[src/hw/fcs_pkg.sv]
// constants, carriers and state types of the flash command sequencer
// assumes one bus clock and an 8-bit register and array data path
package fcs_pkg;
    // register offsets on the plain register port
    localparam logic [1:0] OFS_DIVIDER = 2'h0;
    localparam logic [1:0] OFS_PROTECT = 2'h1;
    localparam logic [1:0] OFS_STATUS = 2'h2;
    localparam logic [1:0] OFS_COMMAND = 2'h3;
    // status field positions
    localparam int ST_CBEF = 7;
    localparam int ST_CCF = 6;
    localparam int ST_PVIOL = 5;
    localparam int ST_ACCERR = 4;
    localparam int ST_BLANK = 2;
    // divider and protect fields
    localparam int DIV_LOADED_BIT = 7;
    localparam int PROT_EN_BIT = 7;
    // command codes
    localparam logic [6:0] CMD_ERASE_VERIFY = 7'h05;
    localparam logic [6:0] CMD_PROGRAM = 7'h20;
    localparam logic [6:0] CMD_BURST = 7'h25;
    localparam logic [6:0] CMD_SECTOR_ERASE = 7'h40;
    localparam logic [6:0] CMD_MASS_ERASE = 7'h41;
    // reset values
    localparam logic [6:0] RST_DIVIDER = 7'h00;
    localparam logic [7:0] RST_PROTECT = 8'h00;
    localparam logic [6:0] RST_COMMAND = 7'h00;
    // timing in timing-clock ticks, and the erased byte value
    localparam logic [14:0] PROG_TICKS = 15'h0009;
    localparam logic [14:0] BURST_TICKS = 15'h0004;
    localparam logic [7:0] ERASED_BYTE = 8'hff;

    typedef struct packed {
        logic [1:0] addr;
        logic [7:0] wdata;
        logic wr;
        logic rd;
    } fcs_reg_req_t;

    typedef struct packed {
        logic wr;
        logic [16:0] addr;
        logic [7:0] data;
    } fcs_arr_wr_t;

    typedef struct packed {
        logic [16:0] addr;
        logic [7:0] wdata;
        logic prog;
        logic erase;
        logic mass;
        logic read;
    } fcs_flash_t;

    typedef enum logic [2:0] {
        SEQ_IDLE = 3'b001,
        SEQ_ADDR = 3'b010,
        SEQ_CMD = 3'b100
    } fcs_seq_t;

    typedef enum logic [2:0] {
        ENG_IDLE = 3'b001,
        ENG_RUN = 3'b010,
        ENG_VFY = 3'b100
    } fcs_eng_t;

    typedef struct packed {
        fcs_seq_t seq;
        fcs_eng_t eng;
        logic cbef;
        logic ccf;
        logic pviol;
        logic accerr;
        logic blank;
        logic div_loaded;
        logic [6:0] divider;
        logic [7:0] prot;
        logic [6:0] cmd;
        logic [16:0] seq_addr;
        logic [7:0] seq_data;
        logic [6:0] act_cmd;
        logic buf_full;
        logic [16:0] buf_addr;
        logic [7:0] buf_data;
        logic burst_chain;
        logic [16:0] burst_next;
        logic [6:0] pre_cnt;
        logic [14:0] tick_cnt;
        logic [16:0] vfy_idx;
        logic vfy_chk;
        logic vfy_end;
        fcs_flash_t fl;
        logic [7:0] rdata;
    } fcs_state_t;
endpackage : fcs_pkg

[src/hw/fcs_sequencer.sv]
// flash command sequencer: command write sequence, engine, burst pipeline
// assumes the flash macro answers a read in the same cycle as fl.read
// Summary of operation
// RL1 - host writes array, command, then launches
// RL2 - code 05 verifies erase, ignores address data
// RL3 - verify takes one cycle per address plus few
// RL4 - blank set if all erased, stop at first
// RL5 - code 20 programs written data at address
// RL6 - protected program target sets violation, no launch
// RL7 - burst has one-entry buffer for next command
// RL8 - code 25 bursts, later addresses internally incremented
// RL9 - completion only when no burst is buffered
// RL10 - protected burst target sets violation, no launch
// RL11 - code 40 erases sector, ignores low bits
// RL12 - protected sector sets violation, else completes
// RL13 - code 41 mass erase, refused if protected
// RL14 - illegal write order sets access error, aborts
// RL15 - bad code, busy non-burst, security set error
// RL16 - writing zero to empty flag aborts sequence
// RL17 - stop mode aborts operation, purges buffer, errors
// RL18 - reads never set error flags
// RL19 - host clears access error before next sequence
// RL20 - bad code at protected address sets violation
// RL21 - host clears violation before next sequence
// RL22 - unloaded divider blocks command, sets access error
// RL23 - blank cleared on new launch, writes ignored
// RL24 - reset shows buffer empty, nothing active
`timescale 1ns/1ps
`default_nettype none
module fcs_sequencer #(
    parameter int VERIFY_WORDS = 131072,
    parameter int SECTOR_TICKS = 4000,
    parameter int MASS_TICKS = 20000
) (
    input wire logic clock,
    input wire logic arst_n,
    input wire logic ce,
    input wire fcs_pkg::fcs_reg_req_t reg_req,
    output logic [7:0] reg_rdata,
    input wire fcs_pkg::fcs_arr_wr_t arr_wr,
    output fcs_pkg::fcs_flash_t flash,
    input wire logic [7:0] flash_rdata,
    input wire logic stop_mode,
    input wire logic secure_engaged,
    input wire logic unsecure_origin,
    input wire logic background_debug_state
);
    logic [1:0] rst_sync;
    logic rst_n;
    fcs_pkg::fcs_state_t q;
    fcs_pkg::fcs_state_t next_q;

    // reset released through two flops, asserted at once
    always_ff @(posedge clock or negedge arst_n)
    begin
        if (!arst_n)
            rst_sync <= 2'h0;
        else
            rst_sync <= {rst_sync[0], 1'b1};
    end
    assign rst_n = rst_sync[1];

    // protected when enabled and at or above the boundary sector
    function automatic logic prot_hit(input logic [7:0] prot, input logic [16:0] addr);
        prot_hit = prot[fcs_pkg::PROT_EN_BIT] && (addr[16:10] >= prot[6:0]);
    endfunction : prot_hit

    logic reg_wr_st;
    logic launch;
    logic cmd_wr;
    logic [6:0] wcode;
    logic [16:0] eff_addr;
    logic code_valid;
    assign reg_wr_st = reg_req.wr && reg_req.addr == fcs_pkg::OFS_STATUS;
    assign launch = reg_wr_st && q.seq == fcs_pkg::SEQ_CMD
        && reg_req.wdata[fcs_pkg::ST_CBEF];
    assign cmd_wr = reg_req.wr && reg_req.addr == fcs_pkg::OFS_COMMAND
        && q.seq == fcs_pkg::SEQ_ADDR;
    assign wcode = reg_req.wdata[6:0];
    // burst after the first uses the internal address
    assign eff_addr = (wcode == fcs_pkg::CMD_BURST && q.burst_chain) ? q.burst_next
        : q.seq_addr; // RL8
    assign code_valid = wcode == fcs_pkg::CMD_ERASE_VERIFY || wcode == fcs_pkg::CMD_PROGRAM
        || wcode == fcs_pkg::CMD_BURST || wcode == fcs_pkg::CMD_SECTOR_ERASE
        || wcode == fcs_pkg::CMD_MASS_ERASE;

    // whole next state: bus side first, then engine, then stop mode
    always_comb
    begin
        logic set_ae;
        logic set_pv;
        logic clr_ae;
        logic clr_pv;
        logic tick;
        logic op_done;
        set_ae = 1'b0;
        set_pv = 1'b0;
        clr_ae = 1'b0;
        clr_pv = 1'b0;
        op_done = 1'b0;
        next_q = q;
        next_q.fl.read = 1'b0;
        tick = q.pre_cnt == q.divider;
        next_q.pre_cnt = tick ? 7'h00 : q.pre_cnt + 7'h01;

        // register reads only load read data, no flag moves
        if (reg_req.rd)
        begin
            case (reg_req.addr) // RL18
                fcs_pkg::OFS_DIVIDER: next_q.rdata = {q.div_loaded, q.divider};
                fcs_pkg::OFS_PROTECT: next_q.rdata = q.prot;
                fcs_pkg::OFS_STATUS: next_q.rdata = {q.cbef, q.ccf, q.pviol, q.accerr,
                    1'b0, q.blank, 2'b00};
                default: next_q.rdata = {1'b0, q.cmd};
            endcase
        end

        // array write opens a sequence; any other is out of order
        if (arr_wr.wr)
        begin
            if (q.seq != fcs_pkg::SEQ_IDLE || !q.div_loaded)
            begin
                set_ae = 1'b1; // RL14 RL22
                next_q.seq = fcs_pkg::SEQ_IDLE;
            end
            else if (q.cbef)
            begin
                next_q.seq = fcs_pkg::SEQ_ADDR; // RL1
                next_q.seq_addr = arr_wr.addr;
                next_q.seq_data = arr_wr.data;
            end
        end

        // register writes
        if (reg_req.wr)
        begin
            case (reg_req.addr)
                fcs_pkg::OFS_STATUS:
                begin
                    clr_pv = reg_req.wdata[fcs_pkg::ST_PVIOL];
                    clr_ae = reg_req.wdata[fcs_pkg::ST_ACCERR];
                    if (q.seq == fcs_pkg::SEQ_ADDR)
                    begin
                        set_ae = 1'b1; // RL14
                        next_q.seq = fcs_pkg::SEQ_IDLE;
                    end
                    else if (q.seq == fcs_pkg::SEQ_CMD && !launch)
                    begin
                        set_ae = 1'b1; // RL16
                        next_q.seq = fcs_pkg::SEQ_IDLE;
                    end
                end
                fcs_pkg::OFS_COMMAND:
                begin
                    if (q.seq == fcs_pkg::SEQ_CMD)
                    begin
                        set_ae = 1'b1; // RL14
                        next_q.seq = fcs_pkg::SEQ_IDLE;
                    end
                end
                default:
                begin
                    if (q.seq != fcs_pkg::SEQ_IDLE)
                    begin
                        set_ae = 1'b1; // RL14
                        next_q.seq = fcs_pkg::SEQ_IDLE;
                    end
                    else if (reg_req.addr == fcs_pkg::OFS_PROTECT)
                        next_q.prot = reg_req.wdata;
                    else if (!q.div_loaded && !q.accerr)
                    begin
                        // write-once divider
                        next_q.divider = reg_req.wdata[6:0];
                        next_q.div_loaded = 1'b1;
                    end
                end
            endcase
        end

        // command write: checks in order of precedence
        if (cmd_wr)
        begin
            next_q.cmd = wcode;
            next_q.seq = fcs_pkg::SEQ_IDLE;
            if (!code_valid)
            begin
                if (prot_hit(q.prot, q.seq_addr))
                    set_pv = 1'b1; // RL20
                else
                    set_ae = 1'b1; // RL15
            end
            else if (wcode != fcs_pkg::CMD_BURST && !q.ccf)
                set_ae = 1'b1; // RL15
            else if (secure_engaged && (unsecure_origin || background_debug_state)
                && wcode != fcs_pkg::CMD_MASS_ERASE)
                set_ae = 1'b1; // RL15
            else if (wcode == fcs_pkg::CMD_MASS_ERASE && q.prot[fcs_pkg::PROT_EN_BIT])
                set_pv = 1'b1; // RL13
            else if ((wcode == fcs_pkg::CMD_PROGRAM || wcode == fcs_pkg::CMD_BURST)
                && prot_hit(q.prot, eff_addr))
                set_pv = 1'b1; // RL6 RL10
            else if (wcode == fcs_pkg::CMD_SECTOR_ERASE && prot_hit(q.prot, q.seq_addr))
                set_pv = 1'b1; // RL12
            else
            begin
                next_q.seq = fcs_pkg::SEQ_CMD;
                next_q.seq_addr = eff_addr;
                next_q.burst_chain = wcode == fcs_pkg::CMD_BURST && q.burst_chain;
            end
        end

        // launch: start the engine, or park a burst in the buffer
        if (launch)
        begin
            next_q.seq = fcs_pkg::SEQ_IDLE;
            next_q.blank = 1'b0; // RL23
            next_q.ccf = 1'b0;
            if (q.cmd == fcs_pkg::CMD_BURST)
                next_q.burst_next = q.seq_addr + 17'h0_0001; // RL8
            if (!q.div_loaded)
                set_ae = 1'b1; // RL22
            else if (q.eng != fcs_pkg::ENG_IDLE)
            begin
                next_q.buf_full = 1'b1; // RL7
                next_q.buf_addr = q.seq_addr;
                next_q.buf_data = q.seq_data;
                next_q.cbef = 1'b0;
            end
            else
            begin
                next_q.act_cmd = q.cmd;
                next_q.tick_cnt = fcs_pkg::PROG_TICKS;
                next_q.eng = fcs_pkg::ENG_RUN;
                next_q.fl.addr = q.seq_addr;
                next_q.fl.wdata = q.seq_data;
                case (q.cmd)
                    fcs_pkg::CMD_ERASE_VERIFY:
                    begin
                        next_q.eng = fcs_pkg::ENG_VFY; // RL2
                        next_q.vfy_idx = 17'h0_0000;
                        next_q.vfy_chk = 1'b0;
                        next_q.vfy_end = 1'b0;
                    end
                    fcs_pkg::CMD_PROGRAM: next_q.fl.prog = 1'b1; // RL5
                    fcs_pkg::CMD_BURST:
                    begin
                        next_q.fl.prog = 1'b1; // RL8
                        next_q.tick_cnt = fcs_pkg::BURST_TICKS;
                        next_q.burst_chain = 1'b1;
                    end
                    fcs_pkg::CMD_SECTOR_ERASE:
                    begin
                        next_q.fl.erase = 1'b1; // RL11
                        next_q.fl.addr = {q.seq_addr[16:9], 9'h000};
                        next_q.tick_cnt = 15'(SECTOR_TICKS);
                    end
                    default:
                    begin
                        next_q.fl.mass = 1'b1; // RL13
                        next_q.tick_cnt = 15'(MASS_TICKS);
                    end
                endcase
                // a fresh non-burst command breaks the burst address chain
                if (q.cmd != fcs_pkg::CMD_BURST)
                    next_q.burst_chain = 1'b0;
            end
        end

        // engine: timed pulses, or one read per cycle for verify
        case (q.eng)
            fcs_pkg::ENG_RUN:
            begin
                if (tick)
                begin
                    next_q.tick_cnt = q.tick_cnt - 15'h0001;
                    op_done = q.tick_cnt == 15'h0001;
                end
            end
            fcs_pkg::ENG_VFY:
            begin
                if (q.vfy_chk && flash_rdata != fcs_pkg::ERASED_BYTE)
                    op_done = 1'b1; // RL4
                else if (q.vfy_end)
                begin
                    op_done = 1'b1;
                    next_q.blank = 1'b1; // RL4
                end
                else
                begin
                    next_q.fl.read = 1'b1; // RL3
                    next_q.fl.addr = q.vfy_idx;
                    next_q.vfy_chk = 1'b1;
                    next_q.vfy_end = q.vfy_idx == 17'(VERIFY_WORDS - 1);
                    next_q.vfy_idx = q.vfy_idx + 17'h0_0001;
                end
            end
            default: op_done = 1'b0;
        endcase

        // end of operation: pull a buffered burst or report completion
        if (op_done)
        begin
            next_q.fl.prog = 1'b0;
            next_q.fl.erase = 1'b0;
            next_q.fl.mass = 1'b0;
            if (next_q.buf_full)
            begin
                next_q.buf_full = 1'b0; // RL9
                next_q.cbef = 1'b1;
                next_q.fl.addr = next_q.buf_addr;
                next_q.fl.wdata = next_q.buf_data;
                next_q.fl.prog = 1'b1;
                next_q.tick_cnt = fcs_pkg::BURST_TICKS;
            end
            else
            begin
                next_q.eng = fcs_pkg::ENG_IDLE;
                next_q.ccf = 1'b1; // RL12
            end
        end

        // stop mode kills the operation and any buffered burst
        if (stop_mode && q.eng != fcs_pkg::ENG_IDLE)
        begin
            next_q.eng = fcs_pkg::ENG_IDLE; // RL17
            next_q.buf_full = 1'b0;
            next_q.cbef = 1'b1;
            next_q.ccf = 1'b1;
            next_q.fl.prog = 1'b0;
            next_q.fl.erase = 1'b0;
            next_q.fl.mass = 1'b0;
            next_q.fl.read = 1'b0;
            next_q.burst_chain = 1'b0;
            set_ae = 1'b1;
        end

        // set beats clear in the same cycle
        next_q.accerr = (q.accerr & ~clr_ae) | set_ae;
        next_q.pviol = (q.pviol & ~clr_pv) | set_pv;
        if (set_ae || set_pv)
            next_q.burst_chain = next_q.eng != fcs_pkg::ENG_IDLE && next_q.burst_chain;
    end

    // one register for all state; the clock enable freezes it
    always_ff @(posedge clock or negedge rst_n)
    begin
        if (!rst_n)
        begin
            q <= '0;
            q.seq <= fcs_pkg::SEQ_IDLE;
            q.eng <= fcs_pkg::ENG_IDLE;
            q.cbef <= 1'b1; // RL24
            q.ccf <= 1'b1; // RL24
            q.divider <= fcs_pkg::RST_DIVIDER;
            q.prot <= fcs_pkg::RST_PROTECT;
            q.cmd <= fcs_pkg::RST_COMMAND;
        end
        else if (ce)
            q <= next_q;
    end

    assign reg_rdata = q.rdata;
    assign flash = q.fl;

    property p_prog_data;
        @(posedge clock) disable iff (!rst_n)
        (ce && launch && q.eng == fcs_pkg::ENG_IDLE && q.div_loaded
            && q.cmd == fcs_pkg::CMD_PROGRAM)
        |=> (flash.prog && flash.addr == $past(q.seq_addr)
            && flash.wdata == $past(q.seq_data) && !q.ccf);
    endproperty
    a_prog_data: assert property (p_prog_data) // RL5
        else $error("program did not start with written address and data");

    property p_prot_prog;
        @(posedge clock) disable iff (!rst_n)
        (ce && cmd_wr && code_valid && q.ccf && !secure_engaged
            && wcode == fcs_pkg::CMD_PROGRAM && prot_hit(q.prot, q.seq_addr))
        |=> (q.pviol && q.seq == fcs_pkg::SEQ_IDLE);
    endproperty
    a_prot_prog: assert property (p_prot_prog) // RL6
        else $error("protected program not refused");

    property p_second_addr;
        @(posedge clock) disable iff (!rst_n)
        (ce && arr_wr.wr && q.seq != fcs_pkg::SEQ_IDLE)
        |=> (q.accerr && q.seq == fcs_pkg::SEQ_IDLE);
    endproperty
    a_second_addr: assert property (p_second_addr) // RL14
        else $error("out of order array write not flagged");

    property p_no_div;
        @(posedge clock) disable iff (!rst_n)
        (ce && arr_wr.wr && !q.div_loaded)
        |=> (q.accerr && q.seq == fcs_pkg::SEQ_IDLE) ##1 (q.eng == $past(q.eng));
    endproperty
    a_no_div: assert property (p_no_div) // RL22
        else $error("array write accepted before divider load");

    property p_abort_zero;
        @(posedge clock) disable iff (!rst_n)
        (ce && reg_wr_st && q.seq == fcs_pkg::SEQ_CMD && !reg_req.wdata[fcs_pkg::ST_CBEF])
        |=> (q.accerr && q.seq == fcs_pkg::SEQ_IDLE && q.eng == $past(q.eng));
    endproperty
    a_abort_zero: assert property (p_abort_zero) // RL16
        else $error("zero to empty flag did not abort");

    property p_stop;
        @(posedge clock) disable iff (!rst_n)
        (ce && stop_mode && q.eng != fcs_pkg::ENG_IDLE)
        |=> (q.eng == fcs_pkg::ENG_IDLE && q.accerr && !q.buf_full && q.cbef
            && !flash.prog && !flash.erase && !flash.mass);
    endproperty
    a_stop: assert property (p_stop) // RL17
        else $error("stop mode did not abort operation");

    property p_buffered_no_ccf;
        @(posedge clock) disable iff (!rst_n)
        (ce && q.eng == fcs_pkg::ENG_RUN && q.buf_full && !stop_mode)
        |=> (!q.ccf && q.eng == fcs_pkg::ENG_RUN);
    endproperty
    a_buffered_no_ccf: assert property (p_buffered_no_ccf) // RL9
        else $error("completion set while burst buffered");

    property p_vfy_fail;
        @(posedge clock) disable iff (!rst_n)
        (ce && q.eng == fcs_pkg::ENG_VFY && q.vfy_chk && !stop_mode
            && flash_rdata != fcs_pkg::ERASED_BYTE)
        |=> (q.eng == fcs_pkg::ENG_IDLE && !q.blank && q.ccf);
    endproperty
    a_vfy_fail: assert property (p_vfy_fail) // RL4
        else $error("verify did not stop on non-erased byte");

    property p_blank_clear;
        @(posedge clock) disable iff (!rst_n)
        (ce && launch) |=> (!q.blank [*2]);
    endproperty
    a_blank_clear: assert property (p_blank_clear) // RL23
        else $error("blank flag not cleared on launch");

    property p_mass_prot;
        @(posedge clock) disable iff (!rst_n)
        (ce && cmd_wr && q.ccf && !secure_engaged && wcode == fcs_pkg::CMD_MASS_ERASE
            && q.prot[fcs_pkg::PROT_EN_BIT])
        |=> (q.pviol && !q.accerr == !$past(q.accerr) && q.seq == fcs_pkg::SEQ_IDLE);
    endproperty
    a_mass_prot: assert property (p_mass_prot) // RL13
        else $error("mass erase under protection not refused");
endmodule : fcs_sequencer
`default_nettype wire
[config.mk]
export PLATFORM = sky130hd
export DESIGN_NAME = fcs_sequencer
export DESIGN_NICKNAME = d
export VERILOG_FILES = /design/src/hw/fcs_pkg.sv /design/src/hw/fcs_sequencer.sv
export SDC_FILE = /design/constraint.sdc
export NUM_CORES = 1
export LEC_CHECK = 0
export BUFFER_PORTS_ARGS = -buffer_cell sky130_fd_sc_hd__buf_4
export CAP_MARGIN = 0
export CORE_UTILIZATION = 25
export DETAILED_ROUTE_END_ITERATION = 10
export MAX_ROUTING_LAYER = met4
export SKIP_LAST_GASP = 1
export SYNTH_ARGS = -nofsm -noshare
export SYNTH_HDL_FRONTEND = slang
export SYNTH_SLANG_ARGS = --single-unit
[constraint.sdc]
create_clock -name clock -period 5.42 [get_ports clock]
set_clock_uncertainty 0.15 [all_clocks]
set_input_delay 0.271 -clock clock [delete_from_list [all_inputs] [get_ports clock]]
set_output_delay 0.271 -clock clock [all_outputs]
set_load 0.03 [all_outputs]
==> flow_summary.yaml <==
cts:
  numCtsBuffers: 17
  post_cts_buffers: 0
  clock_sinks: 183
  cts_tree: "done"
  ctsResizeCount: 0
  cts.htree.levels: 4
  clockBufferDepth: 2
  worst_skew_pair.late_latency_ns: 0.44
  cts_root_buffer: "clkbuf_16"
  path_clk_slew_ns: 0.08
synth:
  synth_cell_type_count: 74
  synthCells: 1133
  yosys.area.top_type: "dfrtp_1"
  synthDominantCellAreaShare_pct: 42.9
  ys.warnings.count: 0
  synth_top_flop_cell: "dfrtp_1"
  ys_async_sr_fraction_pct: 100
  ys_top_cells_by_count: "dfrtp_1 (179), nand2_1 (140), nor2_1 (108)"
  syn_avg_cell_area_um2: 9.21
  ys_seq_area_share_pct: 43.9
  synth_area_um2: 10400
  synth-edff-count: 0
  synth-seq-cells: 183
  synthesis.nets: 1206
  synthTopCellsByArea: "dfrtp_1 (43%), mux2_2 (5.8%), nand2_1 (5.0%)"
  synth.most_common_cell: "dfrtp_1"
setup_path:
  worstPathRequired_ns: 5.63
  setup.worst_path.start: "reg_req[6]"
  ff2ff_path_depth: 11
  timing.rr.end: "q[138]"
  r2r-start: "q[95]"
  end_kind: "register"
  r2r_setup_slack_ns: 2.01
  cp-start-kind: "primary input"
  cp_data_arrival_time_ns: 4.37
  crit_fanout: 13
  crit_type: "in2reg"
sta:
  slew_headroom_pct: 37.7
  post-route-period-util_pct: 76.7
  post-route-min-period_ns: 4.15
  setup_violations: 0
  worst_slew_pin_slew_ns: 0.931
  tns_ns: 0
  rsz0062_at_grt: "false"
  fmax_ghz: 0.241
  hold_viol: 0
  drv_slew: 0
drt:
  drc: 8
  dr.pass1.iters: 8
  ant_nets: 0
  wire_per_inst_um: 17.2
  num_vias: 8636
  drtIter0Drc: 584
  viasPerCell: 5.02
  drt-total-wl_um: 29600
global_route:
  grt_pass1_wl_um: 47600
  grt_use_total_pct: 14.8
  grt_overflow: 0
  grt_pass1_vias: 8503
  grt_max_degree: 158
  antenna_found_initial: 0
placement:
  dp_hpwl_um: 20600
  gp_congestion: 0.872
  io_buffer_count: 89
  place_area_um2: 11300
floorplan:
  core_area_um2: 41000
  die_h_um: 206
  fp-row-count: 74
  die_area_um2: 42600
  ioPinCount: 90
  start_util_pct: 25.4
  fp.dieW_um: 206
job:
  drv_cap: 0
outcome:
  violations: "design-rule violations"
  outcome: "finished, violations left"
min_path:
  hold_path_end: "q[144]"
  min_path_type: "in2reg"
  hold_depth: 3
  holdCritStartpoint: "arr_wr[15]"
power_and_ir_drop:
  ir_drop_uv: 225
  finalPower_mw: 3.84
  power_density_nw_per_um2: 317
  p_leak_nw: 5.47
layout:
  layout-drive-gt1-share_pct: 18.2
  area_delta_synth_final_pct: 16.0
  final_area_um2: 12100
  fin_nets: 1246
placed cells by master, fill, tap and decap left out, types with 6 or more instances in the layout:
cell type / count
nor2_1: 107
mux2_2: 54
a31o_2: 7
a22o_1: 6
ha_1: 20
o21ai_0: 71
nand2b_1: 12
buf_4: 98
dlygate4sd3_1: 25
nand2_1: 140
inv_1: 29
clkbuf_16: 17
a21oi_1: 91
nand3_1: 32
xnor2_1: 13
nand4_1: 11
a311oi_1: 15
o31ai_1: 6
and3_1: 18
a31oi_1: 12
dfrtp_1: 178
mux2i_1: 20
nor2b_1: 8
and2_1: 8
a2bb2oi_1: 24
xor2_1: 14
o22ai_1: 18
nor3_1: 13
layout make-up:
class	instances	area, um^2
fill	4290	28900
multi-input combinational	818	5190
sequential	183	4590
timing repair buffer	124	1010
tap	532	666
clock buffer	17	425
clock inverter	15	124
inverter	29	109
antenna	1	2.50
state kept, by name, indices dropped and copies added, names as in the netlist:
name       flops
q            144
flash         29
reg_rdata      8
rst_sync       2
timing repair:
item                                    in CTS  in global routing
endpoints found under the setup margin       0                  0
hold endpoints to repair                    37                  0
hold buffers                                25                  0
per-stage QoR:
step	hold slack (ns)	std cells	util [%]	setup slack, ns
final	0.0141	1719	29.5	1.27
after global routing	0.00550	1718	29.5	0.975
after CTS	0.000187	1718	29.5	1.29
after floorplan	-0.175	1133	-	2.24
after global placement	-0.0964	1661	27.6	1.44
after detailed placement	-0.0951	1661	27.6	1.38
cells by family (layout without fill, tap and decap cells):
logic type / Yosys count / count (layout) / share of synthesized area (%)
adder cells (fa/ha/maj): 20 / 20 / 2.40
flip-flops: 183 / 183 / 43.9
AO/OA/AOI/OAI: 305 / 305 / 18.8
XOR/XNOR: 27 / 27 / 2.27
other: 1 / 2 / 0.0359
multiplexers: 78 / 78 / 8.61
buffers and inverters: 132 / 185 / 6.49
AND/OR/NAND/NOR: 387 / 387 / 17.5
critical path: stages:
cell and delay, ns:
dlygate4sd3_1 0.54, buf_4 0.16, or3_4 0.43, nor3_4 0.24, nand2_1 0.33, mux2_2 0.39
ha_1 0.30, nand2_1 0.07, o21ai_0 0.17, a21oi_1 0.07, o22a_2 0.23, o211ai_1 0.55
buf_4 0.32, o22ai_1 0.10, a2bb2oi_1 0.18
how the worst max path moves through the flow:
stage                   to  cells after the start
global route        q[138]                     15
CTS                 q[150]                     15
floorplan           q[153]                     14
finish              q[138]                     15
detailed placement  q[150]                     14
global placement    q[152]                     14
power breakdown:
group	leakage, nW	switching, mW	internal (mW)
clock	0.262	0.601	0.598
combinational	2.87	0.455	0.392
sequential	2.34	0.259	1.53
total	5.47	1.32	2.52
metal layers:
metal	wire (um)	global-route usage (%)	vias up
li1	-	-	4094
met1	13400	18.9	4233
met2	13700	22.8	250
met3	1590	3.06	59
met4	902	5.70	0
met5	0	-	-
Power figures use the tool's default switching activity.
